### src/hdl/ioxp_defs.svh
// Constants of the output port expander: address prefix, register map, timing counts.
// Assumes inclusion by bare name from the expander top module.
`ifndef IOXP_DEFS_SVH
`define IOXP_DEFS_SVH

`define IOXP_ADDR_PREFIX 3'h5
`define IOXP_BITS_PER_BYTE 4'h8
`define IOXP_LAST_ADDR_BIT 4'h7
`define IOXP_INIT_LOAD_CLASS 2'h2
`define IOXP_INIT_LOAD_PORTS 2'h3
`define IOXP_GROUP_HIGH 4'hf
`define IOXP_GROUP_LOW 4'h0

`define IOXP_OFS_CTRL 4'h0
`define IOXP_OFS_STATUS 4'h4
`define IOXP_OFS_PORTS 4'h8
`define IOXP_CTRL_EN_BIT 0
`define IOXP_CTRL_RESET 1'b1
`define IOXP_ST_ADDR_LSB 0
`define IOXP_ST_BUSY_BIT 8
`define IOXP_ST_READ_BIT 9
`define IOXP_ST_LOW_CLASS_LSB 12
`define IOXP_ST_HIGH_CLASS_LSB 14
`define IOXP_PORTS_OUT_LSB 0
`define IOXP_PORTS_PIN_LSB 8

`endif

### src/hdl/ioxp_pkg.sv
// Types shared by the output port expander modules.
// Assumes nothing of its surroundings.
package ioxp_pkg;
    typedef enum logic [1:0] {
        STRAP_GND,
        STRAP_SUPPLY,
        STRAP_ON_SDA,
        STRAP_ON_SCL
    } ioxp_strap_t;

    typedef enum logic [2:0] {
        ST_IDLE,
        ST_ADDR,
        ST_ADDR_ACK,
        ST_WR_DATA,
        ST_WR_ACK,
        ST_RD_DATA,
        ST_RD_ACK,
        ST_IGNORE
    } ioxp_state_t;
endpackage : ioxp_pkg

### src/hdl/ioxp_link_if.sv
// Carrier of the synchronised bus view from the expander core to its strap classifiers.
// Assumes all signals are on clk_i of the core.
`timescale 1ns/1ps
`default_nettype none
interface ioxp_link_if;
    logic scl;
    logic sda;
    logic start;
    logic observe;
    logic done;
    logic load_level;
    modport core (output scl, sda, start, observe, done, load_level);
    modport watcher (input scl, sda, start, observe, done, load_level);
endinterface : ioxp_link_if
`default_nettype wire

### src/hdl/ioxp_strap.sv
// Classifier of one four-level strap: ground, supply, tied to SDA or tied to SCL.
// Assumes strap, SCL and SDA already synchronised to clk_i.
`timescale 1ns/1ps
`default_nettype none
module ioxp_strap (
    input wire logic clk_i,
    input wire logic rst_i,
    ioxp_link_if.watcher link,
    input wire logic strap_i,
    output ioxp_pkg::ioxp_strap_t strap_class_o
);
    logic seen_hi;
    logic seen_lo;
    logic diff_scl;
    logic diff_sda;
    logic toggled;
    ioxp_pkg::ioxp_strap_t next_class;

    assign toggled = seen_hi & seen_lo;

    // A START makes SDA and SCL differ, so a strap cannot match both during the window.
    always_comb begin
        if (toggled && !diff_sda) begin
            next_class = ioxp_pkg::STRAP_ON_SDA;
        end else if (toggled && !diff_scl) begin
            next_class = ioxp_pkg::STRAP_ON_SCL;
        end else if (strap_i) begin
            next_class = ioxp_pkg::STRAP_SUPPLY;
        end else begin
            next_class = ioxp_pkg::STRAP_GND;
        end
    end

    always_ff @(posedge clk_i) begin
        if (rst_i) begin
            seen_hi <= 1'b0;
            seen_lo <= 1'b0;
            diff_scl <= 1'b0;
            diff_sda <= 1'b0;
        end else if (link.start) begin
            seen_hi <= strap_i;
            seen_lo <= ~strap_i;
            diff_scl <= strap_i ^ link.scl;
            diff_sda <= strap_i ^ link.sda;
        end else if (link.observe) begin
            seen_hi <= seen_hi | strap_i;
            seen_lo <= seen_lo | ~strap_i;
            diff_scl <= diff_scl | (strap_i ^ link.scl);
            diff_sda <= diff_sda | (strap_i ^ link.sda);
        end
    end

    always_ff @(posedge clk_i) begin
        if (rst_i) begin
            strap_class_o <= ioxp_pkg::STRAP_GND;
        end else if (link.load_level) begin
            strap_class_o <= strap_i ? ioxp_pkg::STRAP_SUPPLY : ioxp_pkg::STRAP_GND;
        end else if (link.done) begin
            strap_class_o <= next_class;
        end
    end
endmodule : ioxp_strap
`default_nettype wire

### src/hdl/ioxp_top.sv
// Summary of operation
// - Answer only target addresses whose top three bits are one, zero, one.
// - Classify each strap as ground, supply, SDA or SCL; sixteen addresses result.
// - High strap SCL/SDA/ground/supply gives 00/01/10/11; low strap ground/supply/SCL/SDA.
// - Re-decode straps and address on every transmission, whatever its target.
// - Until the first transmission, straps read only as supply or ground.
// - Low strap picks power-up level of ports 3..0, high strap ports 7..4.
// - Strap not at ground gives high default for its group; ground gives low.
// - A received data byte updates all eight outputs at once.
// - Idle bus is high; detect START and STOP while SCL is high.
// - One bit per SCL pulse; SDA stays stable while SCL is high.
// - Ninth clock carries acknowledge, pulled low by the receiving party.
// - Eighth bit after address start is direction: low write, high read.
// - SDA is input and open-drain output; SCL is input only.
// - A read returns bytes of the port levels read back as inputs until the master does not acknowledge.
// - Sample port levels in each acknowledge; next read byte carries that sample.
// - Multibyte write: acknowledge and apply each byte until STOP.
// - Bus-clear low aborts the transfer to stopped state, outputs untouched.
//
// Top of the I2C output port expander with a classic Wishbone register slave.
// Assumes SCL, SDA, straps, bus clear and port readback are asynchronous pins.
//
// The implementer's own choices: the register addresses and the Wishbone interface to the registers.
`timescale 1ns/1ps
`default_nettype none
`include "ioxp_defs.svh"
module ioxp_top #(
    parameter int ADR_W = 4
) (
    input wire logic clk_i,
    input wire logic rst_i,
    input wire logic wb_cyc_i,
    input wire logic wb_stb_i,
    input wire logic wb_we_i,
    input wire logic [ADR_W-1:0] wb_adr_i,
    input wire logic [31:0] wb_dat_i,
    input wire logic [3:0] wb_sel_i,
    output logic [31:0] wb_dat_o,
    output logic wb_ack_o,
    input wire logic scl_i,
    input wire logic sda_i,
    output logic sda_o,
    output logic sda_oe_o,
    input wire logic addr_strap_low_i,
    input wire logic addr_strap_high_i,
    input wire logic bus_clr_n_i,
    input wire logic [7:0] port_level_i,
    output logic [7:0] output_ports_o
);
    // The register map decodes four offset bits, so a narrower address cannot reach it.
    if (ADR_W < 4) begin : g_adr_w_check
        $error("ioxp_top: ADR_W must be at least 4");
    end

    // High strap encodes the upper two variable address bits.
    function automatic logic [1:0] ioxp_enc_high(input ioxp_pkg::ioxp_strap_t c);
        unique case (c)
            ioxp_pkg::STRAP_ON_SCL: ioxp_enc_high = 2'h0;
            ioxp_pkg::STRAP_ON_SDA: ioxp_enc_high = 2'h1;
            ioxp_pkg::STRAP_GND: ioxp_enc_high = 2'h2;
            ioxp_pkg::STRAP_SUPPLY: ioxp_enc_high = 2'h3;
        endcase
    endfunction : ioxp_enc_high

    // Low strap encodes the lower two variable address bits.
    function automatic logic [1:0] ioxp_enc_low(input ioxp_pkg::ioxp_strap_t c);
        unique case (c)
            ioxp_pkg::STRAP_GND: ioxp_enc_low = 2'h0;
            ioxp_pkg::STRAP_SUPPLY: ioxp_enc_low = 2'h1;
            ioxp_pkg::STRAP_ON_SCL: ioxp_enc_low = 2'h2;
            ioxp_pkg::STRAP_ON_SDA: ioxp_enc_low = 2'h3;
        endcase
    endfunction : ioxp_enc_low

    function automatic logic [3:0] ioxp_group_default(input ioxp_pkg::ioxp_strap_t c);
        ioxp_group_default = (c == ioxp_pkg::STRAP_GND) ? `IOXP_GROUP_LOW : `IOXP_GROUP_HIGH;
    endfunction : ioxp_group_default

    // Two-flop synchronisers; the third SCL/SDA stage only serves edge detection.
    logic scl_meta, scl_s, scl_d;
    logic sda_meta, sda_s, sda_d;
    logic strap_lo_meta, strap_lo_s;
    logic strap_hi_meta, strap_hi_s;
    logic clr_meta, clr_n_s;
    logic [7:0] pin_meta, pin_s;

    always_ff @(posedge clk_i) begin
        if (rst_i) begin
            scl_meta <= 1'b1;
            scl_s <= 1'b1;
            scl_d <= 1'b1;
            sda_meta <= 1'b1;
            sda_s <= 1'b1;
            sda_d <= 1'b1;
            clr_meta <= 1'b1;
            clr_n_s <= 1'b1;
        end else begin
            scl_meta <= scl_i;
            scl_s <= scl_meta;
            scl_d <= scl_s;
            sda_meta <= sda_i;
            sda_s <= sda_meta;
            sda_d <= sda_s;
            clr_meta <= bus_clr_n_i;
            clr_n_s <= clr_meta;
        end
    end

    always_ff @(posedge clk_i) begin
        strap_lo_meta <= addr_strap_low_i;
        strap_lo_s <= strap_lo_meta;
        strap_hi_meta <= addr_strap_high_i;
        strap_hi_s <= strap_hi_meta;
        pin_meta <= port_level_i;
        pin_s <= pin_meta;
    end

    wire scl_rise = scl_s & ~scl_d;
    wire scl_fall = ~scl_s & scl_d;
    wire start_det = scl_s & scl_d & sda_d & ~sda_s;
    wire stop_det = scl_s & scl_d & ~sda_d & sda_s;

    ioxp_pkg::ioxp_state_t state;
    logic [3:0] bit_cnt;
    logic [7:0] rx_shift;
    logic [7:0] tx_shift;
    logic read_dir;
    logic master_ack;
    logic [1:0] init_cnt;
    logic ctrl_en;
    ioxp_pkg::ioxp_strap_t low_class, high_class;

    wire [6:0] my_addr = {`IOXP_ADDR_PREFIX, ioxp_enc_high(high_class),
        ioxp_enc_low(low_class)};
    wire addr_match = ctrl_en && (rx_shift[7:1] == my_addr);
    wire byte_done = (bit_cnt == `IOXP_BITS_PER_BYTE);
    wire abort = ~clr_n_s;

    ioxp_link_if link ();
    assign link.scl = scl_s;
    assign link.sda = sda_s;
    assign link.start = start_det & ~abort;
    assign link.observe = (state == ioxp_pkg::ST_ADDR);
    assign link.done = (state == ioxp_pkg::ST_ADDR) && scl_rise
        && (bit_cnt == `IOXP_LAST_ADDR_BIT);
    assign link.load_level = (init_cnt == `IOXP_INIT_LOAD_CLASS);

    ioxp_strap u_strap_low (
        .clk_i(clk_i),
        .rst_i(rst_i),
        .link(link.watcher),
        .strap_i(strap_lo_s),
        .strap_class_o(low_class)
    );

    ioxp_strap u_strap_high (
        .clk_i(clk_i),
        .rst_i(rst_i),
        .link(link.watcher),
        .strap_i(strap_hi_s),
        .strap_class_o(high_class)
    );

    // Waits for synchronisers to settle before the power-up strap sample is trusted.
    always_ff @(posedge clk_i) begin
        if (rst_i) begin
            init_cnt <= 2'h0;
        end else if (init_cnt != `IOXP_INIT_LOAD_PORTS) begin
            init_cnt <= init_cnt + 2'h1;
        end
    end

    // Serial engine. SDA changes while SCL is low, after the falling edge, except on bus clear.
    always_ff @(posedge clk_i) begin
        if (rst_i || abort) begin
            state <= ioxp_pkg::ST_IDLE;
            sda_oe_o <= 1'b0;
            bit_cnt <= 4'h0;
        end else if (start_det) begin
            state <= ioxp_pkg::ST_ADDR;
            sda_oe_o <= 1'b0;
            bit_cnt <= 4'h0;
        end else if (stop_det) begin
            state <= ioxp_pkg::ST_IDLE;
            sda_oe_o <= 1'b0;
        end else begin
            unique case (state)
                ioxp_pkg::ST_IDLE, ioxp_pkg::ST_IGNORE: begin
                    sda_oe_o <= 1'b0;
                end
                ioxp_pkg::ST_ADDR, ioxp_pkg::ST_WR_DATA: begin
                    if (scl_rise) begin
                        bit_cnt <= bit_cnt + 4'h1;
                    end else if (scl_fall && byte_done) begin
                        bit_cnt <= 4'h0;
                        if (state == ioxp_pkg::ST_WR_DATA) begin
                            sda_oe_o <= 1'b1;
                            state <= ioxp_pkg::ST_WR_ACK;
                        end else if (addr_match) begin
                            sda_oe_o <= 1'b1;
                            state <= ioxp_pkg::ST_ADDR_ACK;
                        end else begin
                            state <= ioxp_pkg::ST_IGNORE;
                        end
                    end
                end
                ioxp_pkg::ST_ADDR_ACK, ioxp_pkg::ST_WR_ACK: begin
                    if (scl_fall) begin
                        if (read_dir) begin
                            sda_oe_o <= ~tx_shift[7];
                            state <= ioxp_pkg::ST_RD_DATA;
                        end else begin
                            sda_oe_o <= 1'b0;
                            state <= ioxp_pkg::ST_WR_DATA;
                        end
                    end
                end
                ioxp_pkg::ST_RD_DATA: begin
                    if (scl_fall) begin
                        if (bit_cnt == `IOXP_LAST_ADDR_BIT) begin
                            bit_cnt <= 4'h0;
                            sda_oe_o <= 1'b0;
                            state <= ioxp_pkg::ST_RD_ACK;
                        end else begin
                            bit_cnt <= bit_cnt + 4'h1;
                            sda_oe_o <= ~tx_shift[6];
                        end
                    end
                end
                ioxp_pkg::ST_RD_ACK: begin
                    if (scl_fall) begin
                        if (master_ack) begin
                            sda_oe_o <= ~tx_shift[7];
                            state <= ioxp_pkg::ST_RD_DATA;
                        end else begin
                            state <= ioxp_pkg::ST_IGNORE;
                        end
                    end
                end
            endcase
        end
    end

    // Data path: receive shift, transmit shift, direction and port sampling.
    wire in_ack = (state == ioxp_pkg::ST_ADDR_ACK) || (state == ioxp_pkg::ST_WR_ACK)
        || (state == ioxp_pkg::ST_RD_ACK);
    always_ff @(posedge clk_i) begin
        if (rst_i) begin
            rx_shift <= 8'h00;
            tx_shift <= 8'h00;
            read_dir <= 1'b0;
            master_ack <= 1'b0;
        end else begin
            if (scl_rise && ((state == ioxp_pkg::ST_ADDR) || (state == ioxp_pkg::ST_WR_DATA))) begin
                rx_shift <= {rx_shift[6:0], sda_s};
            end
            if (state == ioxp_pkg::ST_ADDR && scl_fall && byte_done) begin
                read_dir <= rx_shift[0];
            end
            if (scl_rise && in_ack) begin
                tx_shift <= pin_s;
                master_ack <= ~sda_s;
            end else if (scl_fall && state == ioxp_pkg::ST_RD_DATA) begin
                tx_shift <= {tx_shift[6:0], 1'b0};
            end
        end
    end

    // Output register: power-up defaults once, then every written byte in one step.
    always_ff @(posedge clk_i) begin
        if (rst_i) begin
            output_ports_o <= 8'h00;
        // The load strobe lasts one cycle, so a later idle bus never restores the defaults.
        end else if (link.load_level) begin
            output_ports_o <= {ioxp_group_default(ioxp_pkg::ioxp_strap_t'({1'b0, strap_hi_s})),
                ioxp_group_default(ioxp_pkg::ioxp_strap_t'({1'b0, strap_lo_s}))};
        end else if (!abort && !start_det && !stop_det && state == ioxp_pkg::ST_WR_DATA
            && scl_fall && byte_done) begin
            output_ports_o <= rx_shift;
        end
    end

    // SDA is open drain: the data level is always low, only the enable moves.
    always_ff @(posedge clk_i) begin
        sda_o <= 1'b0;
    end

    // Wishbone slave: ack one cycle after the request, write lands on the ack edge.
    wire wb_req = wb_cyc_i & wb_stb_i;
    wire [3:0] wb_ofs = wb_adr_i[3:0];
    wire wb_write = wb_req & wb_ack_o & wb_we_i & wb_sel_i[0];
    logic [31:0] rd_word;

    always_comb begin
        rd_word = 32'h0000_0000;
        unique case (wb_ofs)
            `IOXP_OFS_CTRL: begin
                rd_word[`IOXP_CTRL_EN_BIT] = ctrl_en;
            end
            `IOXP_OFS_STATUS: begin
                rd_word[`IOXP_ST_ADDR_LSB +: 7] = my_addr;
                rd_word[`IOXP_ST_BUSY_BIT] = (state != ioxp_pkg::ST_IDLE);
                rd_word[`IOXP_ST_READ_BIT] = read_dir;
                rd_word[`IOXP_ST_LOW_CLASS_LSB +: 2] = low_class;
                rd_word[`IOXP_ST_HIGH_CLASS_LSB +: 2] = high_class;
            end
            `IOXP_OFS_PORTS: begin
                rd_word[`IOXP_PORTS_OUT_LSB +: 8] = output_ports_o;
                rd_word[`IOXP_PORTS_PIN_LSB +: 8] = pin_s;
            end
            default: begin
                rd_word = 32'h0000_0000;
            end
        endcase
    end

    always_ff @(posedge clk_i) begin
        if (rst_i) begin
            wb_ack_o <= 1'b0;
            wb_dat_o <= 32'h0000_0000;
        end else begin
            wb_ack_o <= wb_req & ~wb_ack_o;
            wb_dat_o <= (wb_req & ~wb_ack_o & ~wb_we_i) ? rd_word : 32'h0000_0000;
        end
    end

    always_ff @(posedge clk_i) begin
        if (rst_i) begin
            ctrl_en <= `IOXP_CTRL_RESET;
        end else if (wb_write && wb_ofs == `IOXP_OFS_CTRL) begin
            ctrl_en <= wb_dat_i[`IOXP_CTRL_EN_BIT];
        end
    end
endmodule : ioxp_top
`default_nettype wire

### config.mk
export PLATFORM = sky130hd
export DESIGN_NAME = ioxp_top
export DESIGN_NICKNAME = d
export VERILOG_FILES = /design/src/hdl/ioxp_pkg.sv /design/src/hdl/ioxp_link_if.sv /design/src/hdl/ioxp_strap.sv /design/src/hdl/ioxp_top.sv
export VERILOG_INCLUDE_DIRS = /design/src /design/src/hdl
export SDC_FILE = /design/constraint.sdc
export NUM_CORES = 1
export LEC_CHECK = 0
export ABC_AREA = 1
export BUFFER_PORTS_ARGS = -buffer_cell sky130_fd_sc_hd__buf_4
export CORE_MARGIN = 2
export CORE_UTILIZATION = 47
export CTS_CLUSTER_DIAMETER = 80
export DETAILED_ROUTE_END_ITERATION = 16
export PLACE_DENSITY = 0.81
export SYNTH_ARGS = -nofsm -noshare
export SYNTH_HDL_FRONTEND = slang
export SYNTH_SLANG_ARGS = --single-unit
### constraint.sdc
create_clock -name clk_i -period 1.52 [get_ports clk_i]
set_clock_uncertainty 0.2 [all_clocks]
set_input_delay 0.304 -clock clk_i [delete_from_list [all_inputs] [get_ports clk_i]]
set_output_delay 0.304 -clock clk_i [all_outputs]
set_load 0.05 [all_outputs]
* After elaboration in Yosys (flattened, before gate mapping)
Cells that the tools add are included.
Cells by class: add/sub/neg operators 2, multiply operators 0, divide/modulo/power cells 0, $lt $le $gt $ge 0, equal/unequal tests 35, shift-type cells 0, muxes and demuxes 67, bitwise gates (word level) 42, reduce and logical (&&, ||, !) cells 52
Operators with widths (number):
- $mux W8 | 4
- $mux W1 | 30
- $mux W3 | 9
- $mux W4 | 6
- $ne A4 B4 Y1 const B | 6
- $reduce_and A7 Y1 | 3
- $logic_and A1 B1 Y1 | 19
- $mux W2 | 9
- $and A1 B1 Y1 | 16
- $ne A2 B2 Y1 const B | 8
- $pmux W2 S4 | 2
- $pmux W4 S2 | 2
- $not A1 Y1 | 14
- $eq A3 B3 Y1 const B | 4
- $pmux W3 S4 | 1
- $pmux W6 S2 | 1
- $eq A2 B2 Y1 const B | 5
- $reduce_bool A2 Y1 | 5
- $reduce_or A2 Y1 | 5
- $eq A4 B3 Y1 const B | 2
- $eq A4 B4 Y1 const B | 2
- $or A1 B1 Y1 | 8
- $eq A7 B7 Y1 | 1
- $eq A3 B2 Y1 const B | 2
- 19 further kinds | 34
Storage, ports and cells: register bits after elaboration 110, bits in latches 0, memory bits (writable) 0, bits in read-only memories 0, bits of input ports 58, output and inout bits 43, logic and storage cells 237, memories 0

* Longest topological paths before layout
depth after elaboration 11, mapped depth 12, gate-level depth less buffers 12

* Hierarchy
A second synthesis with hierarchy kept.
Second synthesis, totals: cells, all modules 535, area, all modules 4102.7 sq um
Modules (own cells, without submodules):
- ioxp_top | instances 1, cells an instance 443, area each 3499.6 sq um, seq. area each 1641.6 sq um
- ioxp_strap | instances 2, cells an instance 46, area each 301.5 sq um, seq. area each 120.1 sq um

* Worst setup path after synthesis
No wires, ideal clock.
path kind reg2reg, start point register wb_ack_o, end point register wb_dat_o[12], setup time 134 ps, arrival 1313 ps, required time 1186 ps, slack -126 ps, stages on the path, launching flop included 5, path buffers 1, period minus slack after synthesis 1646 ps, cell sequence dfxtp_1 nor3_2 nand4_1 clkbuf_1 o22ai_1
Between the ends: longest elaborated chain between the ends 5
Ends and longest elaborated chain:
- start: declaration | line ioxp_top.sv:39 | output logic wb_ack_o,
- start signal: assignment | line ioxp_top.sv:322 | wb_ack_o <= wb_req & ~wb_ack_o;
- $not A1 Y1 | line ioxp_top.sv:323 | wb_dat_o <= (wb_req & ~wb_ack_o & ~wb_we_i) ? rd_word : 32'h0000_0000;
- $and A1 B1 Y1 (2 in series) | line ioxp_top.sv:323
- $not A1 Y1 (no source line)
- $reduce_or A2 Y1 (no source line)
- end signal: assignment | line ioxp_top.sv:323
- end: declaration | line ioxp_top.sv:38 | output logic [31:0] wb_dat_o,
No other way between the ends. A chain may end at the register's enable or synchronous reset.

* Final worst setup path
start point register u_strap_high.strap_class_o[1], end point register sda_oe_o
Between the ends: longest elaborated chain between the ends 6, elaborated cells between the ends (all ways) 9, classes of those cells eq/ne: 5; mux: 1; reduce/logical: 3
Ends and longest elaborated chain:
- start: declaration | line ioxp_strap.sv:10 | output ioxp_pkg::ioxp_strap_t strap_class_o
- start signal: assignment | line ioxp_strap.sv:55 | strap_class_o <= ioxp_pkg::STRAP_GND;
- start signal: assignment | line ioxp_strap.sv:57 | strap_class_o <= strap_i ? ioxp_pkg::STRAP_SUPPLY : ioxp_pkg::STRAP_GND;
- start signal: assignment | line ioxp_strap.sv:59 | strap_class_o <= next_class;
- $eq A2 B1 Y1, or another cell as far along | line ioxp_top.sv:57 | unique case (c)
- $pmux W2 S4 (*) | line ioxp_top.sv:57
- $eq A7 B7 Y1 (*) | line ioxp_top.sv:135 | wire addr_match = ctrl_en && (rx_shift[7:1] == my_addr);
- $logic_and A1 B1 Y1 (*) | line ioxp_top.sv:135
- $ne A3 B3 Y1 (no source line) (*)
- $reduce_and A7 Y1 (no source line) (*)
- end signal: assignment | line ioxp_top.sv:210 | sda_oe_o <= ~tx_shift[7];
- end signal: assignment | line ioxp_top.sv:226 | sda_oe_o <= ~tx_shift[6];
- end signal: assignment | line ioxp_top.sv:233 | sda_oe_o <= ~tx_shift[7];
- end: declaration | line ioxp_top.sv:43 | output logic sda_oe_o,
Every way passes the cells marked *; elsewhere a longest branch is shown, timed or not.

==> impl_metrics.csv <==
group,metric,value,unit
outcome,outcome,"complete, but fails checks",
outcome,failed_checks,"setup timing",
clock_network,clk_path_buf_depth,2,
worst_setup_path,cp_max_fo,4,
logic_synthesis,synth_commonest_cells,"94 x dfxtp_1, 88 x nand2_1, 68 x inv_1",
logic_synthesis,synth_area_leaders,"dfxtp_1 48%, nand2_1 8.4%, inv_1 6.5%",
logic_synthesis,synth_ff_type,"dfxtp_1",
timing,whs,50.1,ps
timing,slew_viol_final,0,
route,wl,10800,um
timing,tns,-4160,ps
timing,fin_crit,1740,ps
logic_synthesis,yosysWarnings,0,
worst_setup_path,r2r_end,"sda_oe_o$_SDFFE_PP0P_",
route,via_count,3903,
logic_synthesis,syn_avg_cell_area,7.69,um2
route,vias_per_cell,5.12,
worst_setup_path,critPathLaunch,"u_strap_high.strap_class_o[1]$_SDFFE_PP0P_",
layout,nFillCells,575,
route,drt_iter0_drc,169,
route,post_drt_wl_per_cell,14.2,um
worst_setup_path,reg2reg_from,"u_strap_high.strap_class_o[1]$_SDFFE_PP0P_",
grt,antenna_found_initial,0,
worst_setup_path,path_buf_inv,4,
layout,fin_area,5830,um2
route,drc_errors,0,
worst_setup_path,worstSetupPathType,"flip-flop to flip-flop",
worst_setup_path,cp_data_required_time,1590,ps
logic_synthesis,ys_seq_elements,94,
worst_setup_path,critPathLaunchType,"flip-flop",
logic_synthesis,synth_cell_types,32,
logic_synthesis,yosys.area_share.simple,0.235,
grt,grt_usage,0.232,
logic_synthesis,synth_most_common_cell,"dfxtp_1",
placed_design,place_area,4860,um2
clock_network,insertion_delay,370,ps
die,dieHeight,95.3,um
job,cap_violations,0,
worst_setup_path,crit_end,"sda_oe_o$_SDFFE_PP0P_",
worst_setup_path,cpMostUsedCell,"buf_4",
worst_setup_path,arrival,1810,ps
placed_design,post-place-ws,-249,ps
die,start_util,0.481,
clock_network,htree_levels,3,
logic_synthesis,async_reset_ff_frac,0,
hold_path,min_path_type,"input pin to flip-flop",
power_and_ir_drop,power.density,1270,nW/um2
clock_network,cts_buffers,9,
logic_synthesis,synth_edf_count,0,
clock_network,clkTransAtPathRegs,100,ps
die,ios,101,
logic_synthesis,yosys.area.top_type,"dfxtp_1",
worst_setup_path,cp.depth,12,
grt,first_global_vias,3516,
clock_network,clock_sinks,94,
placed_design,dp_hpwl,6940,um
die,die_area,9070,um2
grt,grt.overflow.total,0,
layout,layout-drive-gt1-share,0.394,
power_and_ir_drop,ir_drop,0.912,mV
logic_synthesis,ys_seq_area_frac,0.481,
timing,rsz0062_at_grt,"yes",
worst_setup_path,slowest_stage,"dfxtp_2",
clock_network,cts_tree,"yes",
logic_synthesis,synth_area,3910,um2
worst_setup_path,cp_cell_sequence,"inv_2 -> buf_4 -> buf_4 -> nand2_1 -> nand2_2 -> nor2_4 -> buf_4 -> nand3_1 -> nand2_2 -> nand4_1 -> nand2_1 -> nor2_1",
grt,grt_first_pass_wirelength,16200,um
worst_setup_path,max_stage_delay,350,ps
timing,finalHoldViolations,0,
clock_network,root_buffer,"clkbuf_8",
route,first_pass_iters,5,
worst_setup_path,crit_family,"simple AND/OR/NAND/NOR gates",
grt,grt_max_degree,20,
worst_setup_path,reg2regPathDepth,12,
route,ant_nets,0,
logic_synthesis,synth_compound_area_frac,0.134,
timing,fmax,575,MHz
timing,worst_slack,-219,ps
layout,final_cells,762,
worst_setup_path,cp-end-kind,"flip-flop",
timing,period_share,1.14,
power_and_ir_drop,p_leak,2.65,nW
logic_synthesis,synth_adder_area_share,0.0320,
placed_design,place_inst,711,
layout,insertedDiodeCount,0,
worst_setup_path,reg2reg_slack,-220,ps
logic_synthesis,synthXorXnorAreaFrac,0,
timing,finalSetupViolCount,34,
layout,area_delta_synth_final,48.9,%
die,chipWidth,95.3,um
logic_synthesis,syn_inst,509,
logic_synthesis,synth.top_cell.area_share,0.481,
layout,nets,720,
logic_synthesis,synth.area.mux_share,0,
placed_design,gp_congestion,0.890,
placed_design,numPortBuffers,49,
die,core,8130,um2
logic_synthesis,synth_top_family_by_area,"simple AND/OR/NAND/NOR gates",
die,std_cell_rows,33,
[sequential cells by signal, summed over array words and instances (netlist names), 3 cells and up]
| signal | cells |
|---|---|
| bit_cnt | 4 |
| output_ports_o | 8 |
| pin_meta | 8 |
| pin_s | 8 |
| rx_shift | 8 |
| state | 3 |
| tx_shift | 8 |
| wb_dat_o | 16 |
[metal layers]
metal  track usage  vias to the layer above  part of all wire
li1              -                     1905                 -
met1         0.278                     1808              0.41
met2         0.408                      159              0.51
met3        0.0522                       31             0.055
met4        0.0761                        0             0.023
met5             0                        -                 0
[where the power goes]
| part | switching, mW | internal (mW) |
|---|---|---|
| logic | 1.55 | 1.24 |
| clock network | 0.904 | 0.867 |
| registers | 0.167 | 2.67 |
| total | 2.62 | 4.78 |
[timing repair]
item                       in CTS  in global routing
hold buffers                   15                  0
hold endpoints to repair       15                  0
gates cloned                    1                  1
pin swaps                      31                 40
setup endpoints to repair      42                 49
buffers inserted                7                 12
gates resized for setup        56                 80
[metrics by stage]
step,total power [mW],utilization
floorplan,4.13,-
global placement,4.86,0.597
detailed placement,4.90,0.597
CTS,6.97,0.673
global route,7.76,0.716
finish,7.39,0.716
[worst reg2reg max path, cell delays in order (launching register included)]
cell	delay, ps
dfxtp_2	350
inv_2	50
buf_4	120
buf_4	140
nand2_1	80
nand2_2	70
nor2_4	110
buf_4	110
nand3_1	80
nand2_2	100
nand4_1	90
nand2_1	90
nor2_1	50
[how the worst min path moves through the flow]
stage | from | end | cells after the start
final | wb_we_i | wb_dat_o[0]$_SDFF_PP0_ | 4
after global routing | wb_we_i | wb_dat_o[0]$_SDFF_PP0_ | 4
after CTS | wb_we_i | wb_dat_o[0]$_SDFF_PP0_ | 4
after detailed placement | pin_meta[7]$_DFF_P_ | pin_s[7]$_DFF_P_ | 0
after global placement | pin_meta[4]$_DFF_P_ | pin_s[4]$_DFF_P_ | 0
after floorplan | pin_meta[0]$_DFF_P_ | pin_s[0]$_DFF_P_ | 0
[cells by family (layout without fill, tap and decap cells)]
logic type / Yosys count / in the layout
other: 1 / 17
buffers and inverters: 104 / 236
and+or+nand+nor: 207 / 207
AOI/OAI and AO/OA: 93 / 93
adders and majority gates: 10 / 10
DFF: 94 / 94
[layout by cell type, fill, tap and decap left out, types with 7 or more instances in the layout]
cell type	instances
dlygate4sd3_1	15
dfxtp_2	8
o22ai_1	8
buf_4	111
nand2_2	14
o21ai_0	16
nand3_1	33
conb_1	17
nand2_1	69
a21oi_2	11
nand2_4	7
clkbuf_8	11
nor2_1	37
buf_6	13
o21ai_2	9
nand3_2	8
nor2_4	11
dfxtp_1	82
o211ai_1	7
inv_2	13
a31oi_1	13
a21oi_1	18
inv_1	56
[layout make-up]
cell class,instances,area [um2],area share
flip-flops and latches,94,1910,0.327
repair buffers,144,1230,0.212
inverters,76,310,0.0533
clock inverters,5,65.1,0.0112
clock buffers,11,151,0.0260
multi-input cells,327,2030,0.348
well taps,105,131,0.0225
Note: power is estimated with default switching activity, not from simulation.
